--- src/logic/pts_pkg.sv ---
// Shared constants and types for the transmit one-step timestamp block
package pts_pkg;

  // Management register placement
  localparam logic [2:0] REG_PAGE_CFG = 3'h5;
  localparam logic [4:0] REG_ADDR_TXCFG = 5'h16;
  localparam logic [15:0] CFG_RST = 16'h0000;
  localparam logic [15:0] CFG_WR_MASK = 16'hBFFF;

  // Frame parsing offsets, counted from the first destination address byte
  localparam logic [10:0] ETYPE_LO = 11'h00D;
  localparam logic [10:0] PROTO_V4 = 11'h017;
  localparam logic [10:0] PROTO_V6 = 11'h014;
  localparam logic [10:0] DST_V4 = 11'h01E;
  localparam logic [10:0] DST_V4_END = 11'h021;
  localparam logic [10:0] DST_V6 = 11'h026;
  localparam logic [10:0] DST_V6_END = 11'h035;
  localparam logic [10:0] BASE_L2 = 11'h00E;
  localparam logic [10:0] BASE_V4 = 11'h02A;
  localparam logic [10:0] BASE_V6 = 11'h03E;
  localparam logic [10:0] PORT_BACK = 11'h005;
  localparam logic [10:0] CNT_MAX = 11'h7FF;

  // Offsets inside the event message
  localparam logic [10:0] OFF_VER = 11'h001;
  localparam logic [10:0] OFF_FLAGS = 11'h006;
  localparam logic [10:0] OFF_CAP = 11'h007;
  localparam logic [10:0] OFF_TS = 11'h022;
  localparam logic [10:0] TS_BYTES = 11'h00A;
  localparam int FLAG_TWO_STEP = 1;
  localparam logic [3:0] MSG_SYNC = 4'h0;
  localparam logic [3:0] MSG_DREQ = 4'h1;
  localparam logic [3:0] MSG_NONE = 4'hF;

  // Field values
  localparam logic [15:0] ETYPE_L2 = 16'h88F7;
  localparam logic [15:0] ETYPE_V4 = 16'h0800;
  localparam logic [15:0] ETYPE_V6 = 16'h86DD;
  localparam logic [7:0] IP_UDP = 8'h11;
  localparam logic [7:0] V4_MCAST_HI = 8'hE0;
  localparam logic [7:0] V4_MCAST_NEXT = 8'h00;
  localparam logic [7:0] V6_MCAST_HI = 8'hFF;
  localparam logic [15:0] TAIL_PTP_PRI = 16'h0181;
  localparam logic [15:0] TAIL_PTP_PEER = 16'h006B;
  localparam logic [15:0] TAIL_NTP = 16'h0101;
  localparam logic [15:0] PORT_PTP = 16'h013F;
  localparam logic [15:0] PORT_NTP = 16'h007B;

  // Output path timing and check sequence
  localparam logic [2:0] DLY = 3'h6;
  localparam logic [2:0] FIX_BYTES = 3'h2;
  localparam logic [2:0] DRAIN_LAST = 3'h5;
  localparam logic [31:0] CRC_INIT = 32'hFFFFFFFF;
  localparam logic [31:0] CRC_POLY = 32'hEDB88320;
  localparam logic [31:0] CRC_RESIDUE = 32'hDEBB20E3;

  typedef struct packed {
    logic sync_one_step_enable;
    logic rsvd;
    logic delay_request_stamp_insert;
    logic ntp_port_select;
    logic ignore_two_step_flag;
    logic pass_valid_crc_on_insert;
    logic udp_checksum_fixup;
    logic iana_destination_filter;
    logic layer2_detect_enable;
    logic ipv6_detect_enable;
    logic ipv4_detect_enable;
    logic [3:0] transmit_version_match;
    logic transmit_stamp_enable;
  } pts_cfg_s;

  typedef struct packed {
    logic [47:0] sec;
    logic [31:0] ns;
  } pts_time_s;

  typedef enum logic [1:0] {ENC_NONE, ENC_L2, ENC_V4, ENC_V6} pts_enc_e;
  typedef enum logic [1:0] {ST_IDLE, ST_FRAME, ST_DRAIN} pts_st_e;

endpackage : pts_pkg

--- src/logic/pts_crc8.sv ---
// One byte step of the reflected Ethernet frame check sequence
`timescale 1ns/100ps
`default_nettype none
module pts_crc8
  import pts_pkg::*;
(
  // Running value and data byte
  input wire logic [31:0] crc_i,
  input wire logic [7:0] data_i,
  // Updated value
  output logic [31:0] crc_o
);

  always_comb begin
    logic [31:0] c;
    c = crc_i ^ {24'h000000, data_i};
    for (int i = 0; i < 8; i++) begin
      c = c[0] ? ((c >> 1) ^ CRC_POLY) : (c >> 1);
    end
    crc_o = c;
  end

endmodule : pts_crc8
`default_nettype wire

--- src/logic/pts_tx_stamp.sv ---
// Transmit one-step timestamp insertion with checksum and check sequence repair
// How it works
// - Sync frames get transmit time inserted
// - Modified frames get regenerated check sequence
// - Stored Delay_Req time offered to receive insertion
// - Newest Delay_Req time replaces older one
// - Delay_Resp insertion needs receive insertion enabled
// - Match UDP port 319, or 123 for NTP
// - Port choice drives transmit and receive parsers
// - Two_Step flag blocks insertion unless ignored
// - Bad incoming check sequence stays bad unless disabled
// - Checksum fixup rewrites last two payload bytes
// - Fixup never touches Layer2 frames
// - Optional filter on assigned IP destinations
// - Reserved bit ignores writes, reads zero
// - Capture only with transmit stamping enabled
// - Version match, zero disables the check
// - Separate Layer2, IPv6, IPv4 detection enables
`timescale 1ns/100ps
`default_nettype none
module pts_tx_stamp
  import pts_pkg::*;
(
  // Clock and reset
  input wire logic REF_CLK_I,
  input wire logic NRST_I,
  // Management register port
  input wire logic [2:0] REG_PAGE_I,
  input wire logic [4:0] REG_ADDR_I,
  input wire logic REG_WE_I,
  input wire logic [15:0] REG_WDATA_I,
  output logic [15:0] REG_RDATA_O,
  // Byte stream from the MAC
  input wire logic TX_EN_I,
  input wire logic [7:0] TXD_I,
  // Byte stream toward the line
  output logic TX_EN_O,
  output logic [7:0] TXD_O,
  // Local time
  input wire pts_time_s TIME_I,
  // Timestamp capture
  output logic TX_STAMP_VALID_O,
  output pts_time_s TX_STAMP_O,
  // Receive side coupling
  input wire logic RX_STAMP_INSERT_EN_I,
  output logic DELAY_RESP_INSERT_O,
  output pts_time_s DELAY_REQ_STAMP_O,
  output logic NTP_PORT_SELECT_O
);

  typedef struct packed {
    pts_st_e st;
    pts_cfg_s cfg;
    pts_cfg_s fcfg;
    logic [15:0] rdata;
    logic [10:0] cnt;
    logic [10:0] base;
    pts_enc_e enc;
    logic [7:0] hold;
    logic ok;
    logic dmatch;
    logic [3:0] msg;
    logic [3:0] ver;
    logic two;
    logic ins;
    logic [7:0] sv_new;
    logic [7:0] sv_old;
    logic [15:0] csum;
    logic [31:0] crc_in;
    logic [31:0] crc_out;
    logic [5:0][7:0] dly;
    logic [2:0] fill;
    logic [2:0] k;
    logic tx_en;
    logic [7:0] txd;
    logic stamp_v;
    pts_time_s ts;
    pts_time_s stamp;
    pts_time_s dreq;
    logic dr_ins;
    logic ntp;
  } pts_state_s;

  pts_state_s q;
  pts_state_s n;
  logic emit;
  logic draining;
  logic [2:0] kk;
  logic [7:0] e;
  logic [31:0] crc_in_nx;
  logic [31:0] crc_out_nx;
  logic [31:0] crc_in_seed;

  function automatic logic reg_hit(input logic [2:0] pg, input logic [4:0] ad);
    return (pg == REG_PAGE_CFG) && (ad == REG_ADDR_TXCFG);
  endfunction : reg_hit

  function automatic logic [15:0] oc_add(input logic [15:0] a, input logic [15:0] b);
    logic [16:0] s;
    s = {1'b0, a} + {1'b0, b};
    return s[15:0] + {15'h0000, s[16]};
  endfunction : oc_add

  function automatic logic [7:0] ts_byte(input pts_time_s t, input logic [3:0] idx);
    logic [79:0] v;
    v = t << {idx, 3'b000};
    return v[79:72];
  endfunction : ts_byte

  function automatic logic iana_tail(input logic [15:0] tail, input logic ntp);
    return ntp ? (tail == TAIL_NTP) : (tail == TAIL_PTP_PRI || tail == TAIL_PTP_PEER);
  endfunction : iana_tail

  assign crc_in_seed = (q.st == ST_IDLE) ? CRC_INIT : q.crc_in;

  pts_crc8 u_crc_in (
    .crc_i(crc_in_seed),
    .data_i(TXD_I),
    .crc_o(crc_in_nx)
  );

  pts_crc8 u_crc_out (
    .crc_i(q.crc_out),
    .data_i(e),
    .crc_o(crc_out_nx)
  );

  // Output byte: six bytes behind the input so the tail can be rewritten
  always_comb begin
    logic [31:0] fcs;
    logic [1:0] idx;
    fcs = ~q.crc_out;
    draining = (q.st == ST_DRAIN) || (q.st == ST_FRAME && !TX_EN_I);
    kk = (q.st == ST_DRAIN) ? q.k : 3'h0;
    // Byte select of the check sequence must follow the drain count of this cycle
    idx = 2'(kk - FIX_BYTES);
    emit = draining || (q.st == ST_FRAME && q.fill == DLY);
    e = q.dly[5];
    if (draining && q.ins) begin
      if (kk < FIX_BYTES) begin
        if (q.fcfg.udp_checksum_fixup && q.enc != ENC_L2) begin
          e = (kk == 3'h0) ? ~q.csum[15:8] : ~q.csum[7:0];
        end
      end else begin
        e = fcs[{idx, 3'b000} +: 8];
        if (kk == FIX_BYTES && q.crc_in != CRC_RESIDUE && !q.fcfg.pass_valid_crc_on_insert) begin
          e = e ^ 8'hFF;
        end
      end
    end
  end

  always_comb begin
    logic [10:0] rel;
    logic [3:0] tk;
    logic [7:0] m;
    logic ip;
    logic evt;
    n = q;
    rel = q.cnt - q.base;
    tk = 4'(rel - OFF_TS);
    m = TXD_I;
    ip = (q.enc == ENC_V4) || (q.enc == ENC_V6);
    evt = 1'b0;
    n.hold = TXD_I;
    n.stamp_v = 1'b0;
    n.dr_ins = q.cfg.delay_request_stamp_insert & RX_STAMP_INSERT_EN_I;
    n.ntp = q.cfg.ntp_port_select;
    n.rdata = reg_hit(REG_PAGE_I, REG_ADDR_I) ? q.cfg : CFG_RST;
    if (REG_WE_I && reg_hit(REG_PAGE_I, REG_ADDR_I)) begin
      n.cfg = pts_cfg_s'(REG_WDATA_I & CFG_WR_MASK);
    end
    n.tx_en = emit;
    n.txd = emit ? e : 8'h00;
    if (emit && !(draining && kk >= FIX_BYTES)) begin
      n.crc_out = crc_out_nx;
    end
    case (q.st)
      ST_IDLE: begin
        if (TX_EN_I) begin
          n.st = ST_FRAME;
          n.fcfg = q.cfg;
          n.ts = TIME_I;
          n.cnt = 11'h001;
          n.base = 11'h000;
          n.enc = ENC_NONE;
          n.ok = 1'b1;
          n.dmatch = 1'b1;
          n.msg = MSG_NONE;
          n.ver = 4'h0;
          n.two = 1'b0;
          n.ins = 1'b0;
          n.csum = 16'h0000;
          n.crc_in = crc_in_nx;
          n.crc_out = CRC_INIT;
          n.dly = {q.dly[4:0], TXD_I};
          n.fill = 3'h1;
        end
      end
      ST_FRAME, ST_DRAIN: begin
        if (!draining) begin
          n.crc_in = crc_in_nx;
          n.cnt = (q.cnt == CNT_MAX) ? q.cnt : q.cnt + 11'h001;
          if (q.fill != DLY) begin
            n.fill = q.fill + 3'h1;
          end
          if (q.cnt == ETYPE_LO) begin
            n.ok = 1'b0;
            if ({q.hold, TXD_I} == ETYPE_L2 && q.fcfg.layer2_detect_enable) begin
              n.enc = ENC_L2;
              n.base = BASE_L2;
              n.ok = 1'b1;
            end
            if ({q.hold, TXD_I} == ETYPE_V4 && q.fcfg.ipv4_detect_enable) begin
              n.enc = ENC_V4;
              n.base = BASE_V4;
              n.ok = 1'b1;
            end
            if ({q.hold, TXD_I} == ETYPE_V6 && q.fcfg.ipv6_detect_enable) begin
              n.enc = ENC_V6;
              n.base = BASE_V6;
              n.ok = 1'b1;
            end
          end
          if ((q.enc == ENC_V4 && q.cnt == PROTO_V4) || (q.enc == ENC_V6 && q.cnt == PROTO_V6)) begin
            if (TXD_I != IP_UDP) begin
              n.ok = 1'b0;
            end
          end
          // Destination prefix and tail against the assigned multicast groups
          if ((q.enc == ENC_V4 && q.cnt == DST_V4 && TXD_I != V4_MCAST_HI) ||
              (q.enc == ENC_V4 && q.cnt == DST_V4 + 11'h001 && TXD_I != V4_MCAST_NEXT) ||
              (q.enc == ENC_V6 && q.cnt == DST_V6 && TXD_I != V6_MCAST_HI)) begin
            n.dmatch = 1'b0;
          end
          if ((q.enc == ENC_V4 && q.cnt == DST_V4_END) || (q.enc == ENC_V6 && q.cnt == DST_V6_END)) begin
            if (!iana_tail({q.hold, TXD_I}, q.fcfg.ntp_port_select)) begin
              n.dmatch = 1'b0;
            end
          end
          if (ip && q.cnt == q.base - PORT_BACK) begin
            if ({q.hold, TXD_I} != (q.fcfg.ntp_port_select ? PORT_NTP : PORT_PTP)) begin
              n.ok = 1'b0;
            end
          end
          if (q.enc != ENC_NONE && q.cnt >= q.base) begin
            if (rel == 11'h000) begin
              n.msg = TXD_I[3:0];
            end
            if (rel == OFF_VER) begin
              n.ver = TXD_I[3:0];
              if (q.fcfg.transmit_version_match != 4'h0 && TXD_I[3:0] != q.fcfg.transmit_version_match) begin
                n.ok = 1'b0;
              end
            end
            if (rel == OFF_FLAGS) begin
              n.two = TXD_I[FLAG_TWO_STEP];
            end
            if (rel == OFF_CAP) begin
              evt = q.ok && q.fcfg.transmit_stamp_enable && (!ip || !q.fcfg.iana_destination_filter || q.dmatch);
              if (evt) begin
                n.stamp_v = 1'b1;
                n.stamp = q.ts;
                if (q.msg == MSG_DREQ) begin
                  n.dreq = q.ts;
                end
              end
              n.ins = evt && q.fcfg.sync_one_step_enable && q.msg == MSG_SYNC &&
                      (q.fcfg.ignore_two_step_flag || !q.two);
            end
            if (q.ins && rel >= OFF_TS && rel < OFF_TS + TS_BYTES) begin
              m = ts_byte(q.ts, tk);
              if (!tk[0]) begin
                n.sv_new = m;
                n.sv_old = TXD_I;
              end else begin
                n.csum = oc_add(oc_add(q.csum, {q.sv_new, m}), ~{q.sv_old, TXD_I});
              end
            end
          end
          n.dly = {q.dly[4:0], m};
        end else begin
          // Byte-wide stream gives the drain no way to stall; frames under six bytes are not supported
          n.dly = {q.dly[4:0], 8'h00};
          n.k = kk + 3'h1;
          n.st = (kk == DRAIN_LAST) ? ST_IDLE : ST_DRAIN;
        end
      end
      default: begin
        n.st = ST_IDLE;
      end
    endcase
  end

  always_ff @(posedge REF_CLK_I or negedge NRST_I) begin
    if (!NRST_I) begin
      q <= '0;
    end else begin
      q <= n;
    end
  end

  assign REG_RDATA_O = q.rdata;
  assign TX_EN_O = q.tx_en;
  assign TXD_O = q.txd;
  assign TX_STAMP_VALID_O = q.stamp_v;
  assign TX_STAMP_O = q.stamp;
  assign DELAY_RESP_INSERT_O = q.dr_ins;
  assign DELAY_REQ_STAMP_O = q.dreq;
  assign NTP_PORT_SELECT_O = q.ntp;
endmodule : pts_tx_stamp
`default_nettype wire

--- config.mk ---
export PLATFORM = sky130hd
export DESIGN_NAME = pts_tx_stamp
export DESIGN_NICKNAME = d
export VERILOG_FILES = /design/src/logic/pts_pkg.sv /design/src/logic/pts_crc8.sv /design/src/logic/pts_tx_stamp.sv
export SDC_FILE = /design/constraint.sdc
export NUM_CORES = 1
export LEC_CHECK = 0
export BUFFER_PORTS_ARGS = -buffer_cell sky130_fd_sc_hd__buf_2
export CELL_PAD_IN_SITES_DETAIL_PLACEMENT = 0
export CELL_PAD_IN_SITES_GLOBAL_PLACEMENT = 2
export CORE_MARGIN = 10
export CORE_UTILIZATION = 35
export DETAILED_ROUTE_END_ITERATION = 10
export PLACE_DENSITY = 0.84
export SYNTH_ARGS = -nofsm -noshare
export SYNTH_HDL_FRONTEND = slang
export SYNTH_SLANG_ARGS = --single-unit
export TNS_END_PERCENT = 1
--- constraint.sdc ---
create_clock -name REF_CLK_I -period 11.27 [get_ports REF_CLK_I]
set_input_delay 2.254 -clock REF_CLK_I [delete_from_list [all_inputs] [get_ports REF_CLK_I]]
set_output_delay 2.254 -clock REF_CLK_I [all_outputs]
set_load 0.02 [all_outputs]
* Word-level counts from Yosys, hierarchy flattened *
Index checks and enable logic that the tools add are counted.
W data, S select, Z words.

cells by class
  add/subtract/negate cells = 11
  bitwise gates (word level) = 26
  multiplexer cells = 81
  shifts and indexed selects = 2
  order comparisons = 5
  equal/unequal tests = 50
  reduce and logical (&&, ||, !) cells = 74

operators with widths
  cell                    count
  $mux W32                20
  $not A13 Y14            16
  $mux W131               1
  $pmux W51 S2            1
  $pmux W48 S2            1
  $shl A80 B7 Y80         1
  $mux W76                1
  $mux W8                 9
  $xor A32 B8 Y32         2
  $mux W13                4
  $mux W16                3
  $mux W24                2
  $pmux W24 S2            1
  $eq A11 B5 Y1 const B   4
  $mux W42                1
  $add A16 B16 Y17        2
  $eq A11 B6 Y1 const B   3
  $logic_and A1 B1 Y1     33
  $add A16 B1 Y16         2
  $eq A16 B16 Y1 const B  2
  $eq A16 B9 Y1 const B   2
  $ne A32 B32 Y1 const B  1
  $not A32 Y32            1
  $shiftx A32 B6 Y8       1
  60 further kinds        135

word-level totals
  output and inout port bits = 188
  word-level logic and storage cells = 307
  bits of input ports = 117
  register bits = 489

* Depth between registers and ports, before layout *
  depth in word-level cells = 28
  gate-level depth with buffers = 46
  mapped depth without buffers = 44

* Cells and area by module *
Synthesis repeated with hierarchy kept, for this count alone.

second synthesis, totals
  cell total of the unflattened synthesis = 2203
  area total of the unflattened synthesis = 25787.2 um^2

by module, submodules not included
  module        times used  cells an instance  area each (um^2)  sequential area each (um^2)
  pts_tx_stamp  1           2065               24055.6           11986.5
  pts_crc8      2           69                 865.8             0.0

* Worst setup path before layout *
No wires, ideal clock.

  path kind = register -> register
  from = register q[437] (netlist name)
  to = register q[384] (netlist name)
  data required time = 11148 ps
  setup time = 122 ps
  clock period less this slack = 8963 ps
  setup slack = 2307 ps
  data arrival time = 8841 ps
  stages on the path, launching flop included = 46
  buffers on the path = 4
  cells stage by stage = dfrtp_1 -> clkbuf_1 -> inv_1 -> fa_1 -> clkbuf_1 -> nand2_1 -> xnor2_1 -> clkbuf_1 -> nand3_1 -> o21ai_0 -> ha_1 -> inv_1 -> fa_1 -> nor2b_1 -> o21a_1 -> o21a_1 -> o211ai_1 -> a31oi_1 -> [10 not listed] -> xnor2_1 -> ha_1 -> clkbuf_1 -> nand3_1 -> a211oi_1 -> o31a_1 -> nor2_1 -> o21ai_0 -> a21o_1 -> a21o_1 -> ha_1 -> nand2b_1 -> nor4_1 -> nand3_1 -> nor4_1 -> nand3_1 -> xnor2_1 -> a32o_1

on the way
  longest elaborated chain between the ends = 12
  elaborated cells on any way between the ends = 21
  those cells by class = 6 x add/sub; 3 x order compare; 2 x eq/ne; 1 x shift; 5 x mux; 4 x reduce/logical

ends and longest elaborated chain
  item                    line                 RTL
  start, declared         pts_tx_stamp.sv:84   pts_state_s q;
  start signal, assigned  pts_tx_stamp.sv:299  q <= n;
  $sub A11 B11 Y11        pts_tx_stamp.sv:160  rel = q.cnt - q.base;
  $sub A4 B2 Y4           pts_tx_stamp.sv:161  tk = 4'(rel - OFF_TS);
  $shl A80 B7 Y80         pts_tx_stamp.sv:106  v = t << {idx, 3'b000};
  $add A16 B16 Y17        pts_tx_stamp.sv:100  s = {1'b0, a} + {1'b0, b};
  $add A16 B1 Y16         pts_tx_stamp.sv:101  return s[15:0] + {15'h0000, s[16]};
  $add A16 B16 Y17        pts_tx_stamp.sv:100
  $add A16 B1 Y16         pts_tx_stamp.sv:101
  $mux W16                pts_tx_stamp.sv:273  if (!tk[0]) begin
  $mux W32                pts_tx_stamp.sv:271  if (q.ins && rel >= OFF_TS && rel < OFF_TS + TS_BYTES) begin
  $mux W42                pts_tx_stamp.sv:246  if (q.enc != ENC_NONE && q.cnt >= q.base) begin
  $mux W76                pts_tx_stamp.sv:201  if (!draining) begin
  $pmux W48 S2            pts_tx_stamp.sv:178  case (q.st)

Parallel ways exist; a longest one is shown, timed or not. The select of a mux whose other input is x is not followed.
A chain may end at the register's enable or synchronous reset.

* Worst setup path in the final report *
Same ends and word-level chain as after synthesis.

==> impl_metrics.toml <==
[sta]
final.min_clock_period_ns = 10.30
report.final.slew_viol_count = 0
setup_viol = 0
skew_ns = 0.01646
fin_crit_sh_pct = 91.42
tns_ns = 0
rsz0062_at_grt = "false"
finalHoldViolations = 0
setup_slack_ns = 0.9673
relSlewSlack_pct = 20.95
fmax_mhz = 97.06
worstMarginPinSlew_ns = 1.186

[place]
pre_cts_slack_ns = 0.9777
gp_congestion = 0.9081
place_area_sq_um = 26490
port_buffers = 302
dp_hpwl_um = 52940

[synth]
synth_edf_count = 0
yosysSeqAreaShare_pct = 47.21
avgSynthCellArea_sq_um = 9.984
ys_seq_elements = 479
synth_cell_types = 81
netlist_area_sq_um = 25390
yosys.area.top_type = "dfrtp_1"
syn_nets = 2722
ys_warn_count = 0
ys_async_sr_fraction_pct = 100.0
synth_top_area_share_pct = 47.21
synth_cells = 2543
synth_area_leaders = "dfrtp_1, nand2_1, buf_4, mux2_2, xnor2_1"
yosys_most_used_dff = "dfrtp_1"

[routing]
antenna_left = 0
routed_wl_um = 73020
drc = 0
vias_per_cell = 5.007
drt-pass1-iter-count = 5
first_iter_violations = 1347
wl_per_cell_um = 20.23
vias = 18070

[clocking]
cts_setup_buffers = 0
cts_tree = "yes"
h-tree-depth = 2
cts_resized = 0
insertion_delay_ns = 0.60
numCtsBuffers = 51
hold_buffers = 0
cts_sinks = 479
clock-root-buffer = "clkbuf_16"
path_clk_slew_ns = 0.06
ctsLongestPathBuffers = 3

[worst_setup_path]
rr_endpoint = "q[384]"
worstSetupPathType = "reg2reg"
cp-startpoint = "q[437]"
path_max_fanout = 16
r2r-start = "q[437]"
slowest_delay_ns = 0.84
ff2ff_path_depth = 40
cp-end-kind = "flip-flop"
endpoint = "q[384]"
ff2ff_setup_slack_ns = 0.97
slowest_stage = "fa_1"
crit_required_ns = 11.75
cp.arrival_ns = 10.78
crit_top_cell = "ha_1"
cp-start-kind = "flip-flop"

[layout]
syn_to_final_growth_pct = 11.13
design_area_sq_um = 28220
n_antenna_cell = 0
fin_nets = 2799
drive_above_1_share_pct = 20.91

[power]
leakage_nw = 14.23
pwr-share-comb_pct = 46.4
peakVddDrop_uv = 163.3
power.share.switching_pct = 42.05
internal_power_mw = 4.615
power_switching_mw = 3.350
fin_total_pwr_mw = 7.965
p_seq_share_pct = 31.8
pwr_density_cell_nw_per_um2 = 282.3
p_clk_share_pct = 21.8

[worst_hold_path]
hold_class = "reg2reg"

[grt]
grt_pass1_vias = 19000
grt_pass1_wl_um = 114300
grt_usage_pct = 17.38
antenna_found_initial = 10
grt-ovfl-total = 0
grt_max_degree = 150

[floorplanning]
die_area_sq_um = 83710
die_h_um = 289.3
io_pins = 305
initial_core_util_pct = 35.40
core_area_sq_um = 71730
fp.dieW_um = 289.3
row_count = 98

[outcome]
outcome = "finished clean"

[run]
cap_violations = 0
==> cells in the mapped netlist (all sizes together), types with 13 or more instances <==
cell    number
a21oi       56
a31oi       13
and2        22
buf        205
clkbuf      98
dfrtp      479
ha          59
inv         52
mux2       197
mux2i       38
nand2      502
nand2b      14
nand3       78
nor2       123
nor2b       24
nor3        24
nor4        20
o211ai      22
o21ai      120
o22ai       16
xnor2      142
xor2        83
==> worst min-delay path by stage <==
stage,startpoint,endpoint,depth (start not counted)
after CTS,q[274],q[274],2
after global placement,n[0],NTP_PORT_SELECT_O,0
after detailed placement,q[275],q[275],2
after floorplan,n[0],NTP_PORT_SELECT_O,0
after global routing,q[304],q[304],2
final,q[275],q[275],2
==> flip-flops by register name (all words and copies together) (netlist names) <==
register and cells:
DELAY_REQ_STAMP_O 80, DELAY_RESP_INSERT_O 1, NTP_PORT_SELECT_O 1, REG_RDATA_O 15
TXD_O 8, TX_EN_O 1, TX_STAMP_O 80, TX_STAMP_VALID_O 1
n 1, q 291
==> cell usage in the layout (no fill, tap or decap), types with 10 or more instances in the layout <==
| master | n |
|---|---|
| nand3_1 | 78 |
| dfrtp_1 | 478 |
| xor2_1 | 78 |
| clkbuf_16 | 52 |
| and2_1 | 21 |
| o21ai_0 | 81 |
| mux2_1 | 89 |
| ha_1 | 59 |
| nor2b_1 | 24 |
| o22ai_1 | 16 |
| o211ai_1 | 22 |
| a31oi_1 | 12 |
| inv_1 | 49 |
| o21ai_1 | 38 |
| nand2_1 | 500 |
| nor4_1 | 17 |
| a21oi_1 | 56 |
| nand4_1 | 12 |
| nand2b_1 | 14 |
| or3_1 | 10 |
| a211oi_1 | 11 |
| mux2_2 | 108 |
| nor3_1 | 24 |
| xnor2_1 | 135 |
| nor2_1 | 122 |
| clkbuf_8 | 12 |
| mux2i_1 | 38 |
| and3_1 | 11 |
| buf_2 | 301 |
| buf_4 | 24 |
==> through the flow <==
stage | instances | hold WS, ns | utilization [%]
after floorplan | 2543 | 0.3811 | -
after global routing | 3609 | 0.4846 | 39.34
final | 3609 | 0.4682 | 39.34
after global placement | 3517 | 0.4365 | 36.92
after detailed placement | 3517 | 0.4561 | 36.92
after CTS | 3609 | 0.4705 | 39.33
==> layout make-up <==
type	instances	area, sq um
flip-flops and latches	479	11990
well taps	950	1189
clock inverters	19	224.0
repair buffers	327	1722
inverters	52	195.2
clock buffers	73	1500
multi-input cells	1709	11400
fillers	7138	43520
==> power by group through the flow <==
| stage | Combinational, mW | Clock [mW] | Sequential (mW) |
|---|---|---|---|
| after CTS | 3.72 | 1.78 | 2.54 |
| final | 3.70 | 1.73 | 2.53 |
| after floorplan | 2.88 | 0 | 2.35 |
| after global placement | 3.63 | 0 | 2.55 |
| after global routing | 4.11 | 1.85 | 2.59 |
| after detailed placement | 3.70 | 0 | 2.57 |
==> critical path, delay by kind of cell, from the launching register on <==
family	cells	cell delay, ns
AO/OA/AOI/OAI	13	2.61
AND/OR/NAND/NOR	14	3.84
flip-flops	1	0.53
XOR/XNOR	3	0.49
buffers and inverters	4	0.52
adder cells (fa/ha/maj)	6	2.18
==> per-layer routing <==
| layer | up-vias | track usage [%] | part of all wire, % |
|---|---|---|---|
| li1 | 8536 | - | - |
| met1 | 8900 | 20.91 | 41 |
| met2 | 475 | 29.66 | 49 |
| met3 | 140 | 4.576 | 6.7 |
| met4 | 18 | 6.063 | 3.5 |
| met5 | - | 0 | 0.17 |
==> kinds of logic after synthesis <==
group / Yosys count / share of synthesized area [%]
AND/OR/NAND/NOR: 875 / 15.27
adder cells (fa/ha/maj): 62 / 3.144
other: 1 / 0.01477
AO/OA/AOI/OAI: 307 / 7.520
flip-flops: 479 / 47.21
buffers and inverters: 355 / 8.043
XOR/XNOR: 225 / 8.205
multiplexers: 239 / 10.59
No activity file was read; power rests on OpenSTA's default activity.
